File: config.mk
export PLATFORM = sky130hd
export DESIGN_NAME = cesm_monitor
export DESIGN_NICKNAME = d
export VERILOG_FILES = /design/src/core/cesm_pkg.sv /design/src/core/cesm_flag_if.sv /design/src/core/cesm_thresholds.sv /design/src/core/cesm_monitor.sv
export VERILOG_INCLUDE_DIRS = /design/src /design/src/core
export SDC_FILE = /design/constraint.sdc
export NUM_CORES = 1
export LEC_CHECK = 0
export ABC_CLOCK_PERIOD_IN_PS = 2860
export BUFFER_PORTS_ARGS = -buffer_cell sky130_fd_sc_hd__buf_2
export CAP_MARGIN = 5
export CORE_ASPECT_RATIO = 2
export CORE_MARGIN = 2
export CORE_UTILIZATION = 56
export CTS_CLUSTER_DIAMETER = 150
export CTS_CLUSTER_SIZE = 40
export DETAILED_ROUTE_END_ITERATION = 10
export PLACE_DENSITY = 0.8
export RECOVER_POWER = 50
export SLEW_MARGIN = 15
export SYNTH_ARGS = -nofsm -noshare
export SYNTH_HDL_FRONTEND = slang
export SYNTH_HIERARCHICAL = 1
export SYNTH_SLANG_ARGS = --single-unit
export TNS_END_PERCENT = 50
File: constraint.sdc
create_clock -name clk -period 2.86 [get_ports clk]
set_input_delay 0.429 -clock clk [delete_from_list [all_inputs] [get_ports clk]]
set_output_delay 0.429 -clock clk [all_outputs]
set_load 0.03 [all_outputs]
File: src/core/cesm_consts.svh
`ifndef CESM_CONSTS_SVH
`define CESM_CONSTS_SVH

// Register offsets
`define CESM_TX_ERR_COUNT_OFS 8'h1C
`define CESM_RX_ERR_COUNT_OFS 8'h1D
`define CESM_ERROR_FLAG_REG_OFS 8'h2D

// Reset values
`define CESM_COUNT_RST 8'h00
`define CESM_FLAGS_RST 8'h00

// Error flag register bit positions
`define CESM_RX_BUF1_OVERFLOW_BIT 7
`define CESM_RX_BUF0_OVERFLOW_BIT 6
`define CESM_BUS_OFF_FLAG_BIT 5
`define CESM_TX_PASSIVE_FLAG_BIT 4
`define CESM_RX_PASSIVE_FLAG_BIT 3
`define CESM_TX_WARNING_FLAG_BIT 2
`define CESM_RX_WARNING_FLAG_BIT 1
`define CESM_COMBINED_WARNING_FLAG_BIT 0

// Limits
`define CESM_WARN_LIMIT 8'h60
`define CESM_PASSIVE_LIMIT 8'h80
`define CESM_COUNT_MAX 9'h0FF
`define CESM_INC_SMALL 9'h001
`define CESM_INC_LARGE 9'h008

// Bus-off recovery: 128 runs of 11 recessive bits
`define CESM_RECOV_RUN_BITS 4'hB
`define CESM_RECOV_RUNS 8'h80

`endif

File: src/core/cesm_pkg.sv
package cesm_pkg;

	typedef enum logic {
		CESM_ERR_ACTIVE,
		CESM_BUS_OFF
	} cesm_mode_e;

	typedef struct packed {
		logic [7:0] tx_err_count;
		logic [7:0] rx_err_count;
		cesm_mode_e mode;
		logic rx_buf0_overflow;
		logic rx_buf1_overflow;
		logic [3:0] run_bits;
		logic [7:0] run_count;
		logic [7:0] reg_rdata;
		logic reg_rvalid;
	} cesm_state_s;

	typedef logic [7:0] cesm_byte_t;

endpackage : cesm_pkg

File: src/core/cesm_flag_if.sv
`timescale 1ns/100ps
interface cesm_flag_if;
	logic [7:0] tx_err_count;
	logic [7:0] rx_err_count;
	logic tx_warning_flag;
	logic rx_warning_flag;
	logic tx_passive_flag;
	logic rx_passive_flag;

	modport mon (
		output tx_err_count,
		output rx_err_count,
		input tx_warning_flag,
		input rx_warning_flag,
		input tx_passive_flag,
		input rx_passive_flag
	);

	modport thr (
		input tx_err_count,
		input rx_err_count,
		output tx_warning_flag,
		output rx_warning_flag,
		output tx_passive_flag,
		output rx_passive_flag
	);
endinterface : cesm_flag_if

File: src/core/cesm_thresholds.sv
`timescale 1ns/100ps
`include "cesm_consts.svh"
module cesm_thresholds (
	// Counts in, flags out
	cesm_flag_if.thr flags
);
	import cesm_pkg::*;

	// Pure compares, so flags follow a counter change in the same cycle
	assign flags.tx_passive_flag = (flags.tx_err_count >= `CESM_PASSIVE_LIMIT);
	assign flags.rx_passive_flag = (flags.rx_err_count >= `CESM_PASSIVE_LIMIT);
	assign flags.tx_warning_flag = (flags.tx_err_count >= `CESM_WARN_LIMIT);
	assign flags.rx_warning_flag = (flags.rx_err_count >= `CESM_WARN_LIMIT);

endmodule : cesm_thresholds

File: src/core/cesm_monitor.sv
// Function
// - Transmit error count readable as 8-bit read-only register, resets to zero.
// - Receive error count readable as 8-bit read-only register, resets to zero.
// - Buffer-0 overflow sets on accept while full; held until host clears.
// - Read-only bus-off flag: set entering bus-off, cleared after recovery.
// - Transmit error-passive flag high while transmit count at least 128.
// - Receive error-passive flag high while receive count at least 128.
// - Transmit warning flag high while transmit count at least 96.
// - Receive warning flag high while receive count at least 96.
// - Combined warning high when either count at least 96, else low.
// - Transmit count passing 255 enters bus-off; no transmit or receive there.
// - Bus-off ends alone after 128 runs of 11 recessive bits.
`timescale 1ns/100ps
`include "cesm_consts.svh"
module cesm_monitor (
	// Clock and reset
	input wire logic clk,
	input wire logic rst,
	// Register access
	input wire logic reg_rd,
	input wire logic reg_wr,
	input wire cesm_pkg::cesm_byte_t reg_addr,
	input wire cesm_pkg::cesm_byte_t reg_wdata,
	input wire cesm_pkg::cesm_byte_t reg_wmask,
	output logic [7:0] reg_rdata,
	output logic reg_rvalid,
	// Counter update events from the protocol engine
	input wire logic tx_err_inc_small,
	input wire logic tx_err_inc_large,
	input wire logic tx_err_dec,
	input wire logic rx_err_inc_small,
	input wire logic rx_err_inc_large,
	input wire logic rx_err_dec,
	// Receive buffer events
	input wire logic rx_buf0_accept,
	input wire logic rx_buf1_accept,
	input wire logic rx_buf0_full_flag,
	input wire logic rx_buf1_full_flag,
	// Bus bit sampling
	input wire logic bus_bit_valid,
	input wire logic bus_bit_recessive,
	// Status outputs
	output logic bus_off,
	output logic error_passive,
	output logic [7:0] error_flag_reg
);
	import cesm_pkg::*;

	cesm_state_s st;
	cesm_state_s next_st;
	cesm_flag_if flags ();
	logic [8:0] tx_sum;
	logic [8:0] rx_sum;
	logic combined_warning_flag;
	logic [7:0] flag_word;
	logic [7:0] ovr_clear;

	assign flags.tx_err_count = st.tx_err_count;
	assign flags.rx_err_count = st.rx_err_count;

	cesm_thresholds u_thresholds (
		.flags(flags)
	);

	// Either counter at the warning limit raises the combined flag
	assign combined_warning_flag = flags.tx_warning_flag | flags.rx_warning_flag;

	// Flag register image
	always_comb begin
		flag_word = `CESM_FLAGS_RST;
		flag_word[`CESM_RX_BUF1_OVERFLOW_BIT] = st.rx_buf1_overflow;
		flag_word[`CESM_RX_BUF0_OVERFLOW_BIT] = st.rx_buf0_overflow;
		flag_word[`CESM_BUS_OFF_FLAG_BIT] = (st.mode == CESM_BUS_OFF);
		flag_word[`CESM_TX_PASSIVE_FLAG_BIT] = flags.tx_passive_flag;
		flag_word[`CESM_RX_PASSIVE_FLAG_BIT] = flags.rx_passive_flag;
		flag_word[`CESM_TX_WARNING_FLAG_BIT] = flags.tx_warning_flag;
		flag_word[`CESM_RX_WARNING_FLAG_BIT] = flags.rx_warning_flag;
		flag_word[`CESM_COMBINED_WARNING_FLAG_BIT] = combined_warning_flag;
	end

	// Bits a write clears: masked and written as zero
	assign ovr_clear = (reg_wr && (reg_addr == `CESM_ERROR_FLAG_REG_OFS)) ?
		(reg_wmask & ~reg_wdata) : 8'h00;

	// Next state
	always_comb begin
		next_st = st;
		tx_sum = {1'b0, st.tx_err_count};
		rx_sum = {1'b0, st.rx_err_count};
		next_st.reg_rvalid = 1'b0;
		case (st.mode)
			CESM_ERR_ACTIVE: begin
				// Transmit counter
				if (tx_err_inc_large) begin
					tx_sum = {1'b0, st.tx_err_count} + `CESM_INC_LARGE;
				end else if (tx_err_inc_small) begin
					tx_sum = {1'b0, st.tx_err_count} + `CESM_INC_SMALL;
				end else if (tx_err_dec && (st.tx_err_count != 8'h00)) begin
					tx_sum = {1'b0, st.tx_err_count} - `CESM_INC_SMALL;
				end
				// Receive counter, saturating
				if (rx_err_inc_large) begin
					rx_sum = {1'b0, st.rx_err_count} + `CESM_INC_LARGE;
				end else if (rx_err_inc_small) begin
					rx_sum = {1'b0, st.rx_err_count} + `CESM_INC_SMALL;
				end else if (rx_err_dec && (st.rx_err_count != 8'h00)) begin
					rx_sum = {1'b0, st.rx_err_count} - `CESM_INC_SMALL;
				end
				if (rx_sum > `CESM_COUNT_MAX) begin
					rx_sum = `CESM_COUNT_MAX;
				end
				next_st.rx_err_count = rx_sum[7:0];
				if (tx_sum > `CESM_COUNT_MAX) begin
					// Passing 255 takes the node off the bus
					next_st.mode = CESM_BUS_OFF;
					next_st.tx_err_count = 8'(`CESM_COUNT_MAX);
					next_st.run_bits = 4'h0;
					next_st.run_count = 8'h00;
				end else begin
					next_st.tx_err_count = tx_sum[7:0];
				end
			end
			CESM_BUS_OFF: begin
				// Counter events ignored; count recessive runs
				if (bus_bit_valid) begin
					if (!bus_bit_recessive) begin
						next_st.run_bits = 4'h0;
					end else if (st.run_bits == (`CESM_RECOV_RUN_BITS - 4'h1)) begin
						next_st.run_bits = 4'h0;
						next_st.run_count = st.run_count + 8'h01;
						if (st.run_count == (`CESM_RECOV_RUNS - 8'h01)) begin
							// Recovery complete: back to error-active, counters cleared
							next_st.mode = CESM_ERR_ACTIVE;
							next_st.tx_err_count = `CESM_COUNT_RST;
							next_st.rx_err_count = `CESM_COUNT_RST;
							next_st.run_count = 8'h00;
						end
					end else begin
						next_st.run_bits = st.run_bits + 4'h1;
					end
				end
			end
			default: begin
				next_st.mode = CESM_ERR_ACTIVE;
			end
		endcase
		// Overflow flags: set wins over a host clear in the same cycle
		next_st.rx_buf0_overflow = (rx_buf0_accept && rx_buf0_full_flag) ||
			(st.rx_buf0_overflow && !ovr_clear[`CESM_RX_BUF0_OVERFLOW_BIT]);
		next_st.rx_buf1_overflow = (rx_buf1_accept && rx_buf1_full_flag) ||
			(st.rx_buf1_overflow && !ovr_clear[`CESM_RX_BUF1_OVERFLOW_BIT]);
		// Register reads; counts and derived bits are read-only
		if (reg_rd) begin
			next_st.reg_rvalid = 1'b1;
			if (reg_addr == `CESM_TX_ERR_COUNT_OFS) begin
				next_st.reg_rdata = st.tx_err_count;
			end else if (reg_addr == `CESM_RX_ERR_COUNT_OFS) begin
				next_st.reg_rdata = st.rx_err_count;
			end else if (reg_addr == `CESM_ERROR_FLAG_REG_OFS) begin
				next_st.reg_rdata = flag_word;
			end else begin
				next_st.reg_rdata = 8'h00;
			end
		end
	end

	// State register
	always_ff @(posedge clk or posedge rst) begin
		if (rst) begin
			st <= '{
				tx_err_count: `CESM_COUNT_RST,
				rx_err_count: `CESM_COUNT_RST,
				mode: CESM_ERR_ACTIVE,
				rx_buf0_overflow: 1'b0,
				rx_buf1_overflow: 1'b0,
				run_bits: 4'h0,
				run_count: 8'h00,
				reg_rdata: 8'h00,
				reg_rvalid: 1'b0
			};
		end else begin
			st <= next_st;
		end
	end

	// Outputs
	assign reg_rdata = st.reg_rdata;
	assign reg_rvalid = st.reg_rvalid;
	assign bus_off = (st.mode == CESM_BUS_OFF);
	assign error_passive = flags.tx_passive_flag | flags.rx_passive_flag;
	assign error_flag_reg = flag_word;

endmodule : cesm_monitor

Word level (Yosys, flattened, before mapping)
Cells that the tools add are included.

storage, ports and cells
  flip-flop bits (word level) = 40
  input bits = 40
  word-level logic and storage cells = 83

cells by class
  $add $sub $neg = 8
  $lt $le $gt $ge = 6
  equality and inequality tests = 10
  mux-type cells = 29
  bitwise logic cells = 5
  reductions and logical operators = 16

operators by type and width
  kind                                                               number
  two-way mux 8 bit                                                  9
  two-way mux 9 bit                                                  8
  two-way mux 17 bit                                                 4
  case mux 17 bit (2 select lines)                                   1
  two-way mux 12 bit                                                 2
  case mux 12 bit (2 select lines)                                   1
  adder 8 x 1 -> 9 bit, second input constant                        2
  adder 8 x 4 -> 9 bit, second input constant                        2
  > comparator 9 x 8 -> 1 bit, second input constant                 2
  subtractor 8 x 1 -> 9 bit, second input constant                   2
  == test 8 x 5 -> 1 bit, second input constant                      2
  greater-or-equal comparator 8 x 7 -> 1 bit, second input constant  2
  greater-or-equal comparator 8 bit, second input constant           2
  nonzero test 8 bit                                                 2
  adder 8 x 1 -> 8 bit, second input constant                        1
  AND 8 bit                                                          1
  == test 8 x 6 -> 1 bit, second input constant                      1
  == test 8 x 7 -> 1 bit, second input constant                      1
  two-way mux 4 bit                                                  2
  inverter 8 bit                                                     1
  AND reduction 4 bit                                                2
  logical AND 1 bit                                                  7
  != test 2 bit, second input constant                               3
  adder 4 x 1 -> 4 bit, second input constant                        1
  other kinds (8)                                                    13

Logic depth before layout (Yosys ltp)
Gate-level depths: netlist of the first run.

  depth in word-level cells = 9
  depth in mapped cells = 8
  mapped depth without buffers = 7

By module
Netlist of the first run, hierarchy kept.

by module, submodules not included
  module           times used  cells an instance  area each (sq um)  seq. area each (sq um)
  cesm_monitor     1           364                3151.8             1001.0
  cesm_thresholds  1           4                  22.5               0.0

Least setup slack after synthesis of the first run
OpenSTA, ideal clock, no wires.

  kind = register to register
  from = register st, in the netlist flags.rx_err_count[1]
  to = register st, in the netlist flags.rx_err_count[7]
  library setup time = 126 ps
  data arrival time = 1953 ps
  slack = 781 ps
  stages on the path, launching flop included = 9
  path buffers = 1
  clock period less this slack = 2079 ps
  cells stage by stage = dfrtp_1 -> clkbuf_1 -> inv_1 -> ha_1 -> or3b_2 -> o2111ai_2 -> o21ai_0 -> a211oi_1 -> o2bb2ai_1

on the way
  word-level cells in the longest chain between the ends = 9
  elaborated cells between the ends (all ways) = 12
  classes of those cells = 3 x add/sub; 1 x order compare; 6 x mux; 2 x reduce/logical

RTL lines
  item                                                                               line                 text
  start: declaration                                                                 cesm_monitor.sv:49   cesm_state_s st;
  start signal: assignment                                                           cesm_monitor.sv:170  st <= '{
  start signal: assignment                                                           cesm_monitor.sv:182  st <= next_st;
  parallel branches: the longest is 4 deep, another holds subtractor 8 x 1 -> 9 bit  n/a
  two-way mux 9 bit *                                                                cesm_monitor.sv:102  if (rx_err_inc_large) begin
  two-way mux 9 bit *                                                                cesm_monitor.sv:91   case (st.mode)
  > comparator 9 x 8 -> 1 bit (no source line)                                       n/a
  two-way mux 8 bit *                                                                cesm_monitor.sv:109  if (rx_sum > `CESM_COUNT_MAX) begin
  case mux 17 bit (2 select lines) *                                                 cesm_monitor.sv:91

Every way passes the cells marked *. The select of a mux whose other input is x is not followed.
A chain may end at the register's enable or synchronous reset.

Final worst setup path of the first run
Same ends and word-level chain as after synthesis.

==> results of run 1 <==
## power by group through the flow
stage	logic (µW)	registers, µW	clock network, µW
after floorplan	1270	853	0
after global placement	1270	1020	0
after detailed placement	1310	1030	0
after CTS	1320	1020	388
after global routing	1460	1060	413
final	1310	1030	379
## how the worst max path moves through the flow
| stage | startpoint | to | cells past startpoint | slack, ns |
|---|---|---|---|---|
| after floorplan | flags.rx_err_count[1] | flags.rx_err_count[7] | 8 | 0.78 |
| after global placement | flags.rx_err_count[1] | flags.rx_err_count[1] | 7 | 0.65 |
| after detailed placement | flags.rx_err_count[1] | flags.rx_err_count[7] | 7 | 0.59 |
| after CTS | flags.rx_err_count[1] | flags.rx_err_count[7] | 7 | 0.58 |
| after global routing | rst | flags.rx_err_count[0] | 3 | 0.20 |
| final | flags.rx_err_count[1] | flags.rx_err_count[7] | 7 | 0.59 |
## per-layer routing
metal  wire [µm]  up-vias  global-route usage (%)
met5           0        -                       0
met4         305        0                    14.9
met1        2880     1363                    26.2
met3         355       22                    4.68
met2        4210       98                    45.9
li1            -     1389                       -
## synthesized netlist by cell type, types with 3 or more instances
cell type  number  area (µm²)
dfrtp_1        40        1000
o2bb2ai_1       6        52.6
o21ai_0        12        60.1
nor2b_1         6        37.5
nor3_1         14        70.1
a21oi_1        28         140
or2_2           4        25.0
buf_6           5        56.3
o221ai_1        4        35.0
xnor2_1         6        52.6
buf_4          18         135
nand4_1         5        31.3
a41o_1          3        30.0
mux2i_1         4        40.0
buf_2           3        15.0
nand2_1        22        82.6
and4_1          4        35.0
a211oi_1        7        52.6
a22o_1          7        61.3
nand3b_1        3        22.5
a221o_1         3        30.0
ha_1           15         188
a22oi_1        10        75.1
mux2_2          3        33.8
nor2_1         37         139
inv_1          21        78.8
a32oi_1         4        35.0
clkbuf_1        9        33.8
nand3_1        15        75.1
## critical path, cell delays in order (launching register included)
cell       delay [ns]
dfrtp_1          0.49
inv_1            0.15
ha_1             0.25
or3b_2           0.50
o2111ai_2        0.22
o21ai_0          0.17
a211oi_1         0.27
o2bb2ai_1        0.11
## cells by family (layout without fill, tap and decap cells)
logic type	Yosys count	count (layout)	synth area share, %
buffers and inverters	59	79	10.6
xor gates and xnor gates	7	7	1.93
AOI/OAI and AO/OA	110	110	25.5
and+or+nand+nor	130	130	22.3
adders and majority gates	15	15	5.91
DFF	40	40	31.5
muxes	7	7	2.33
## final cells by class
cell class | count | area, µm² | area share (%)
flip-flops and latches | 40 | 1000 | 30.1
multi-input cells | 269 | 1840 | 55.2
inverters | 21 | 78.8 | 2.37
clock buffers | 5 | 68.8 | 2.07
repair buffers | 51 | 253 | 7.60
well taps | 60 | 75.1 | 2.26
clock inverters | 2 | 12.5 | 0.376
## through the flow
stage / setup slack (ns) / utilization, % / hold slack (ns)
6_report: 0.593 / 60.8 / 0.360
5_1_grt: 0.204 / 60.8 / 0.371
4_1_cts: 0.578 / 61.1 / 0.249
3_5_place_dp: 0.589 / 59.6 / 0.508
3_3_place_gp: 0.652 / 59.6 / 0.497
2_1_floorplan: 0.781 / - / 0.460
==> impl_metrics.py, run 1 <==
metrics = {
    "floorplanning": {
        "initial_core_util_pct": 58.1,
        "die_area_um2": 6320,
        "io_pins": 59,
        "fp.dieH_um": 110,
        "core.rowCount": 38,
        "fp.dieW_um": 57.2,
        "core-area_um2": 5470,
    },
    "pwr": {
        "p_int_uw": 1410,
        "ir_drop_mv": 0.617,
        "leakage_uw": 0.00142,
        "p_switching_uw": 1310,
        "seq_power_share_pct": 37.7,
        "switching_share_pct": 48.0,
        "combPwrFrac_pct": 48.3,
        "clkPwrFrac_pct": 13.9,
        "pwr_density_cell_nw_per_um2": 818,
        "power_uw": 2720,
    },
    "layout": {
        "nets": 443,
        "post-route-cell-area_um2": 3330,
        "area_growth_pct": 4.81,
        "nFillCells": 507,
        "largest_register": "st",
        "largest_reg_flops": 12,
        "diodes": 0,
        "final_cell_mix": "dfrtp_1 (40), nor2_1 (37), buf_2 (37)",
        "layout-drive-gt1-share_pct": 17.3,
        "layout_commonest_cell": "dfrtp_1",
        "stdcell_count": 448,
    },
    "outcome": {
        "violations": "capacitance limit, slew limit",
        "status": "complete, but fails checks",
    },
    "cts": {
        "cts_num_sinks": 40,
        "cts_resized": 0,
        "clockRootBuffer": "clkbuf_8",
        "clockBufferDepth": 2,
        "cts_tree": "yes",
        "cts_htree_levels": 2,
        "cts_buffers": 5,
        "clk_pin_slew_worst_paths_ns": 0.08,
        "cts_setup_buffers": 0,
        "cts_hold_buffers": 0,
        "clkLatencyLatePin_ns": 0.31,
    },
    "global_route": {
        "grt_pass1_vias": 2849,
        "grt_max_degree": 41,
        "antenna_found_initial": 0,
        "grt_pass1_wl_um": 12800,
        "grt-ovfl-total": 0,
        "grt_usage_pct": 25.5,
    },
    "detailed_routing": {
        "drt_first_pass_iters": 5,
        "ant_nets": 0,
        "wl_per_cell_um": 17.3,
        "routed_wl_um": 7750,
        "remaining_drc_errors": 0,
        "vias_per_cell": 6.41,
        "first_iter_violations": 171,
        "num_vias": 2872,
    },
    "synth": {
        "ys_warn_count": 6,
        "ys_ff_latch": 40,
        "synth_area_um2": 3170,
        "synth-main-ff-cell": "dfrtp_1",
        "ys_seq_area_share_pct": 31.5,
        "synth_cell_types": 69,
        "syn_avg_cell_area_um2": 8.63,
        "synth-edff-count": 0,
        "async_flop_share_pct": 100,
        "synth_cells": 368,
        "synthesis.nets": 423,
    },
    "setup_path": {
        "cp.arrival_ns": 2.45,
        "crit_required_ns": 3.05,
        "crit_path_start_kind": "flip-flop",
        "r2r-end": "flags.rx_err_count[7]",
        "crit_path_end_kind": "flip-flop",
        "reg2reg_from": "flags.rx_err_count[1]",
        "crit_fanout": 10,
        "rrSetupSlack_ns": 0.59,
        "rr_worst_depth": 7,
        "critical_path_class": "flip-flop to flip-flop",
    },
    "sta": {
        "final.setup.tns_ns": 0,
        "slew_headroom_pct": -48.2,
        "drv_slew": 41,
        "worst_pin_slew_ns": 2.22,
        "hold_violations": 0,
        "rsz0062_at_grt": "no",
        "fmaxAchievable_mhz": 441,
        "post-route-period-util_pct": 79.3,
        "fin_skew_ns": 0.0111,
        "period_minus_slack_ns": 2.27,
        "setup_viol": 0,
    },
    "placed_design": {
        "dp.cells": 441,
        "hpwl_um": 5780,
        "routabilityCongestion": 0.947,
        "port_buffers": 46,
        "placed_area_um2": 3260,
    },
    "hold_path": {
        "hold_end": "error_flag_reg[6]",
        "hold_depth": 2,
        "min_from": "rx_buf0_full_flag",
        "worstHoldPathType": "input port to flip-flop",
    },
    "job": {
        "drv_cap": 1,
    },
}
No activity file was read; power rests on OpenSTA's default activity.
==> run 2: changes to the inputs <==
--- a/config.mk
+++ b/config.mk
@@ -6,7 +6,8 @@
 export SDC_FILE = /design/constraint.sdc
 export NUM_CORES = 1
 export LEC_CHECK = 0
-export ABC_CLOCK_PERIOD_IN_PS = 2860
+export ABC_AREA = 1
+export ABC_CLOCK_PERIOD_IN_PS = 2200
 export BUFFER_PORTS_ARGS = -buffer_cell sky130_fd_sc_hd__buf_2
 export CAP_MARGIN = 5
 export CORE_ASPECT_RATIO = 2
@@ -15,7 +16,7 @@
 export CTS_CLUSTER_DIAMETER = 150
 export CTS_CLUSTER_SIZE = 40
 export DETAILED_ROUTE_END_ITERATION = 10
-export PLACE_DENSITY = 0.8
+export PLACE_DENSITY = 0.81
 export RECOVER_POWER = 50
 export SLEW_MARGIN = 15
 export SYNTH_ARGS = -nofsm -noshare
==> constraint.sdc (replaced) <==
create_clock -name clk -period 2.2 [get_ports clk]
set_input_delay 0.33 -clock clk [delete_from_list [all_inputs] [get_ports clk]]
set_output_delay 0.33 -clock clk [all_outputs]
set_load 0.03 [all_outputs]
==> run 2 against run 1 <==
Against the previous run: the flow now finishes without violations; wire length shrank 1.0%; non-clock buffer count is the same; first-iteration DRC count shrank 15%; die area shrank 2.0%; critical path depth grew 4.
==> impl_metrics.py, run 2 <==
metrics = {
    "global_route": {
        "grt_usage_pct": 26.6,
        "gr-max-usage-layer": "met2",
        "grt_pass1_wl_um": 13000,
        "grt_max_degree": 41,
        "use_met3_pct": 3.65,
        "grt_util_met2_pct": 51.4,
        "grt_pass1_vias": 3080,
        "grt-ovfl-total": 0,
        "antenna_found_initial": 0,
        "use_met1_pct": 24.8,
    },
    "setup_path": {
        "crit_chain": "inv_1, ha_1, inv_1, nor2_1, a21boi_2, nand2_1, o21ai_2, nand2_2, nand2_2, nand2_1, o21ai_0",
        "crit_buf_inv": 2,
        "cpLargestDelayFamily": "simple AND/OR/NAND/NOR gates",
        "critical_path_class": "flip-flop to flip-flop",
        "critical-path-max-stage-delay_ns": 0.42,
        "crit_required_ns": 2.39,
        "rr_worst_depth": 11,
        "crit_fanout": 11,
        "slowest_stage": "dfrtp_1",
        "crit_path_end_kind": "flip-flop",
        "cp.arrival_ns": 2.16,
        "critical_path_depth": 11,
        "crit_path_start_kind": "flip-flop",
    },
    "floorplanning": {
        "die_area_um2": 6200,
        "initial_core_util_pct": 57.8,
        "fp.dieH_um": 109,
        "io_pins": 59,
        "core.rowCount": 38,
        "fp.dieW_um": 56.7,
        "core-area_um2": 5370,
    },
    "sta": {
        "post-route-period-util_pct": 89.6,
        "final.setup.tns_ns": 0,
        "fmaxAchievable_mhz": 508,
        "hold_violations": 0,
        "worst_hold_slack_ns": 0.246,
        "setup_viol": 0,
        "slew_headroom_pct": 30.8,
        "fin_skew_ns": 0.00404,
        "worst_pin_slew_ns": 1.04,
        "drv_slew": 0,
        "rsz0062_at_grt": "no",
        "period_minus_slack_ns": 1.97,
    },
    "outcome": {
        "status": "complete, no violations",
    },
    "synth": {
        "synth_cell_types": 38,
        "synth-main-ff-cell": "dfrtp_1",
        "ys_seq_area_share_pct": 32.2,
        "synth_area_leaders": "dfrtp_1 (32%), nand2_1 (16%), nand3_1 (7.6%)",
        "synth_top_area_share_pct": 32.2,
        "synth_most_common_cell": "nand2_1",
        "synth_top_area_cell": "dfrtp_1",
        "synth-edff-count": 0,
        "syn_avg_cell_area_um2": 6.83,
        "synthesis.nets": 510,
        "ys_warn_count": 6,
        "synth_cells": 455,
        "yosys-top-cells-count": "nand2_1 (134), nand3_1 (47), nor2_1 (47), inv_1 (44), dfrtp_1 (40)",
        "ys_ff_latch": 40,
        "async_flop_share_pct": 100,
        "synth_area_um2": 3110,
    },
    "cts": {
        "clk_pin_slew_worst_paths_ns": 0.08,
        "clkLatencyLatePin_ns": 0.30,
        "cts_buffers": 5,
        "clockRootBuffer": "clkbuf_8",
        "clockBufferDepth": 2,
        "cts_resized": 0,
        "cts_tree": "yes",
        "cts_hold_buffers": 0,
        "cts_htree_levels": 2,
        "cts_num_sinks": 40,
        "cts_setup_buffers": 0,
    },
    "layout": {
        "area_growth_pct": 9.22,
        "diodes": 0,
        "nets": 543,
        "largest_register": "st",
        "post-route-cell-area_um2": 3390,
        "nFillCells": 517,
        "layout-drive-gt1-share_pct": 14.8,
        "largest_reg_flops": 12,
        "final_cell_mix": "nand2_1 (134), nor2_1 (47), nand3_1 (47)",
        "layout_commonest_cell": "nand2_1",
        "stdcell_count": 548,
    },
    "hold_path": {
        "worstHoldPathType": "input port to flip-flop",
        "hold_depth": 2,
    },
    "detailed_routing": {
        "num_vias": 3086,
        "remaining_drc_errors": 0,
        "drt_first_pass_iters": 4,
        "routed_wl_um": 7670,
        "first_iter_violations": 146,
        "ant_nets": 0,
        "wl_per_cell_um": 14.0,
        "vias_per_cell": 5.63,
    },
    "placed_design": {
        "port_buffers": 46,
        "routabilityCongestion": 0.926,
        "dp.cells": 541,
        "hpwl_um": 5980,
        "placed_area_um2": 3280,
    },
    "pwr": {
        "leakage_uw": 0.00180,
        "ir_drop_mv": 0.838,
        "pwr_density_cell_nw_per_um2": 1170,
    },
    "job": {
        "drv_cap": 0,
    },
}
-- run 2: changes by cell type after synthesis, sizes merged, moves of 10 or more --
cell   change
nor2      +10
o21ai     +23
inv       +28
a22oi     -10
nand2    +117
a21oi     -17
nand3     +34
-- run 2: cells by family after synthesis --
| kind of cell | Yosys count | synth area share [%] |
|---|---|---|
| buffers and inverters | 75 | 11.7 |
| adder cells (fa/ha/maj) | 15 | 6.04 |
| flip-flops | 40 | 32.2 |
| AND/OR/NAND/NOR | 257 | 36.3 |
| AO/OA/AOI/OAI | 61 | 11.8 |
| XOR/XNOR | 7 | 1.97 |
-- run 2: worst paths after layout --
check,startpoint,endpoint,slack [ns]
hold / removal,rx_buf1_full_flag,error_flag_reg[7],0.25
setup / recovery,flags.tx_err_count[0],st[16],0.23
hold reg to reg,reg_rdata[6],reg_rdata[6],0.48
min in group asynchronous,rst,flags.tx_err_count[4],0.34
max in group asynchronous,rst,st[14],1.22
setup reg to reg,flags.tx_err_count[0],st[16],0.23
-- run 2: cell type report --
type                            count  area, µm²  share of cell area (%)
Clock inverter                      2       60.1                    1.77
Sequential cell                    40       1000                    29.5
Inverter                           50        193                    5.68
Multi-Input combinational cell    340       1740                    51.3
Clock buffer                        5       68.8                    2.03
Timing Repair Buffer               51        254                    7.48
Tap cell                           60       75.1                    2.21
-- run 2: per-layer routing --
metal  vias to the layer above  wire [µm]
met3                        38        255
met4                         0        437
li1                       1523          -
met1                      1437       2800
met2                        88       4180
met5                         -          0
-- run 2: through the flow --
stage / utilization, % / setup WS (ns) / power (µW)
finish: 63.2 / 0.230 / 3960
global route: 63.2 / 0.0851 / 4290
CTS: 63.4 / 0.215 / 3970
detailed placement: 61.0 / 0.241 / 3240
global placement: 61.0 / 0.275 / 3160
floorplan: - / 0.569 / 2770
-- run 2: worst reg2reg max path, cell delays in order, from the launching register on --
cell	delay (ns)
dfrtp_1	0.42
inv_1	0.16
ha_1	0.18
inv_1	0.05
nor2_1	0.18
a21boi_2	0.11
nand2_1	0.08
o21ai_2	0.08
nand2_2	0.23
nand2_2	0.19
nand2_1	0.10
o21ai_0	0.07
-- run 2: where the power goes --
part | switching (µW) | internal, µW
clock | 271 | 447
combinational | 1270 | 663
sequential | 347 | 962
total | 1890 | 2070
==> run 3: changes to the inputs <==
--- a/config.mk
+++ b/config.mk
@@ -16,6 +16,7 @@
 export CTS_CLUSTER_DIAMETER = 150
 export CTS_CLUSTER_SIZE = 40
 export DETAILED_ROUTE_END_ITERATION = 10
+export MAX_ROUTING_LAYER = met4
 export PLACE_DENSITY = 0.81
 export RECOVER_POWER = 50
 export SLEW_MARGIN = 15
==> run 3 against run 2 <==
Against the previous run: utilization unchanged; critical path type unchanged; maximum frequency up 0.26%; via count grew 0.45%; wire length is essentially flat; sequential cell count is the same; power is essentially flat.
==> impl_metrics.py, run 3 (synthesis gave the netlist of run 2 again) <==
metrics = {
    "outcome": {
        "status": "complete, no violations",
    },
    "sta": {
        "setup_viol": 0,
        "fin_skew_ns": 0.00500,
        "fmaxAchievable_mhz": 509,
        "period_minus_slack_ns": 1.97,
        "rsz0062_at_grt": "no",
        "hold_violations": 0,
        "worst_pin_slew_ns": 1.04,
        "drv_slew": 0,
        "slew_headroom_pct": 30.8,
        "post-route-period-util_pct": 89.3,
        "final.setup.tns_ns": 0,
        "layout_setup_ws_ns": 0.235,
    },
    "cts": {
        "clockRootBuffer": "clkbuf_8",
        "clkLatencyLatePin_ns": 0.30,
        "cts_num_sinks": 40,
        "cts_setup_buffers": 0,
        "cts_buffers": 5,
        "cts_htree_levels": 2,
        "clk_pin_slew_worst_paths_ns": 0.08,
        "clockBufferDepth": 2,
        "cts_tree": "yes",
        "cts_resized": 0,
        "cts_hold_buffers": 0,
    },
    "layout": {
        "largest_reg_flops": 12,
        "layout_commonest_cell": "nand2_1",
        "area_growth_pct": 9.22,
        "largest_register": "st",
        "post-route-cell-area_um2": 3390,
        "layout-drive-gt1-share_pct": 14.8,
        "nets": 543,
        "diodes": 0,
        "nFillCells": 517,
        "final_cell_mix": "nand2_1 (134), nor2_1 (47), nand3_1 (47)",
    },
    "setup_path": {
        "crit_path_start_kind": "flip-flop",
        "crit_path_end_kind": "flip-flop",
        "rrSetupSlack_ns": 0.23,
        "critical-path-max-stage-delay_ns": 0.42,
        "crit_required_ns": 2.39,
        "crit_fanout": 11,
        "critical_path_class": "flip-flop to flip-flop",
        "crit_chain": "inv_1, ha_1, inv_1, nor2_1, a21boi_2, nand2_1, o21ai_2, nand2_2, nand2_2, nand2_1, o21ai_0",
        "startpoint": "flags.tx_err_count[0]",
        "cp.arrival_ns": 2.15,
        "slowest_stage": "dfrtp_1",
        "reg2reg_from": "flags.tx_err_count[0]",
    },
    "detailed_routing": {
        "num_vias": 3100,
        "vias_per_cell": 5.66,
        "remaining_drc_errors": 0,
        "wl_per_cell_um": 14.0,
        "ant_nets": 0,
        "first_iter_violations": 164,
        "drt_first_pass_iters": 4,
        "routed_wl_um": 7680,
    },
    "global_route": {
        "grt_max_degree": 41,
        "antenna_found_initial": 0,
        "grt_pass1_wl_um": 13000,
        "grt-ovfl-total": 0,
        "grt_usage_pct": 27.3,
        "grt_pass1_vias": 3083,
    },
    "pwr": {
        "power_uw": 3960,
        "pwr_density_cell_nw_per_um2": 1170,
        "leakage_uw": 0.00180,
        "ir_drop_mv": 0.833,
    },
    "placed_design": {
        "port_buffers": 46,
        "dp_worst_setup_slack_ns": 0.241,
        "placed_area_um2": 3280,
        "routabilityCongestion": 0.942,
        "hpwl_um": 5980,
    },
    "floorplanning": {
        "fp.dieW_um": 56.7,
        "fp.dieH_um": 109,
        "io_pins": 59,
        "core-area_um2": 5370,
        "die_area_um2": 6200,
        "initial_core_util_pct": 57.8,
        "core.rowCount": 38,
    },
    "job": {
        "drv_cap": 0,
    },
    "hold_path": {
        "worstHoldPathType": "input port to flip-flop",
        "min_from": "rx_buf1_full_flag",
    },
}
==> run 3: cell counts in the layout (fill, tap and decap cells not counted) <==
No cell type changed its count.
==> run 3: worst paths after layout <==
check / depth (start not counted) / endpoint
worst max-delay path: 11 / st[16]
worst min register to register: 2 / reg_rdata[3]
worst min-delay path: 2 / error_flag_reg[7]
worst max register to register: 11 / st[16]
max in group asynchronous: 3 / st[14]
min in group asynchronous: 3 / flags.tx_err_count[7]
==> run 3: per-stage QoR <==
step,hold slack (ns),instances,utilization [%]
2_1_floorplan,0.361,455,-
3_3_place_gp,0.457,541,61.0
3_5_place_dp,0.461,541,61.0
4_1_cts,0.154,548,63.4
5_1_grt,0.247,548,63.2
6_report,0.247,548,63.2
==> run 3: power by group <==
part / leakage, µW / total, µW / internal, µW / switching [µW]
registers: 0.000495 / 1310 / 962 / 346
clock network: 0.0000642 / 716 / 447 / 269
logic: 0.00124 / 1940 / 663 / 1280
total: 0.00180 / 3960 / 2070 / 1890
==> run 3: worst max-delay path: cells and delay by family, from the launching register on <==
family                     cells  cell delay, ns
AOI/OAI and AO/OA              3            0.26
adders and majority gates      1            0.18
buffers and inverters          2            0.20
DFF                            1            0.42
and+or+nand+nor                5            0.78
==> run 3: final cells by class <==
| type | count | area [µm²] | area share [%] |
|---|---|---|---|
| clock buffers | 5 | 68.8 | 2.03 |
| clock inverters | 2 | 60.1 | 1.77 |
| inverters | 50 | 193 | 5.68 |
| multi-input cells | 340 | 1740 | 51.3 |
| flip-flops and latches | 40 | 1000 | 29.5 |
| well taps | 60 | 75.1 | 2.21 |
| repair buffers | 51 | 254 | 7.48 |
==> run 3: per-layer routing <==
layer,track usage (%),share of wire (%),vias up
li1,-,-,1524
met1,24.5,36,1455
met2,51.6,55,87
met3,3.76,3.5,34
met4,18.2,5.1,0
met5,-,0,-
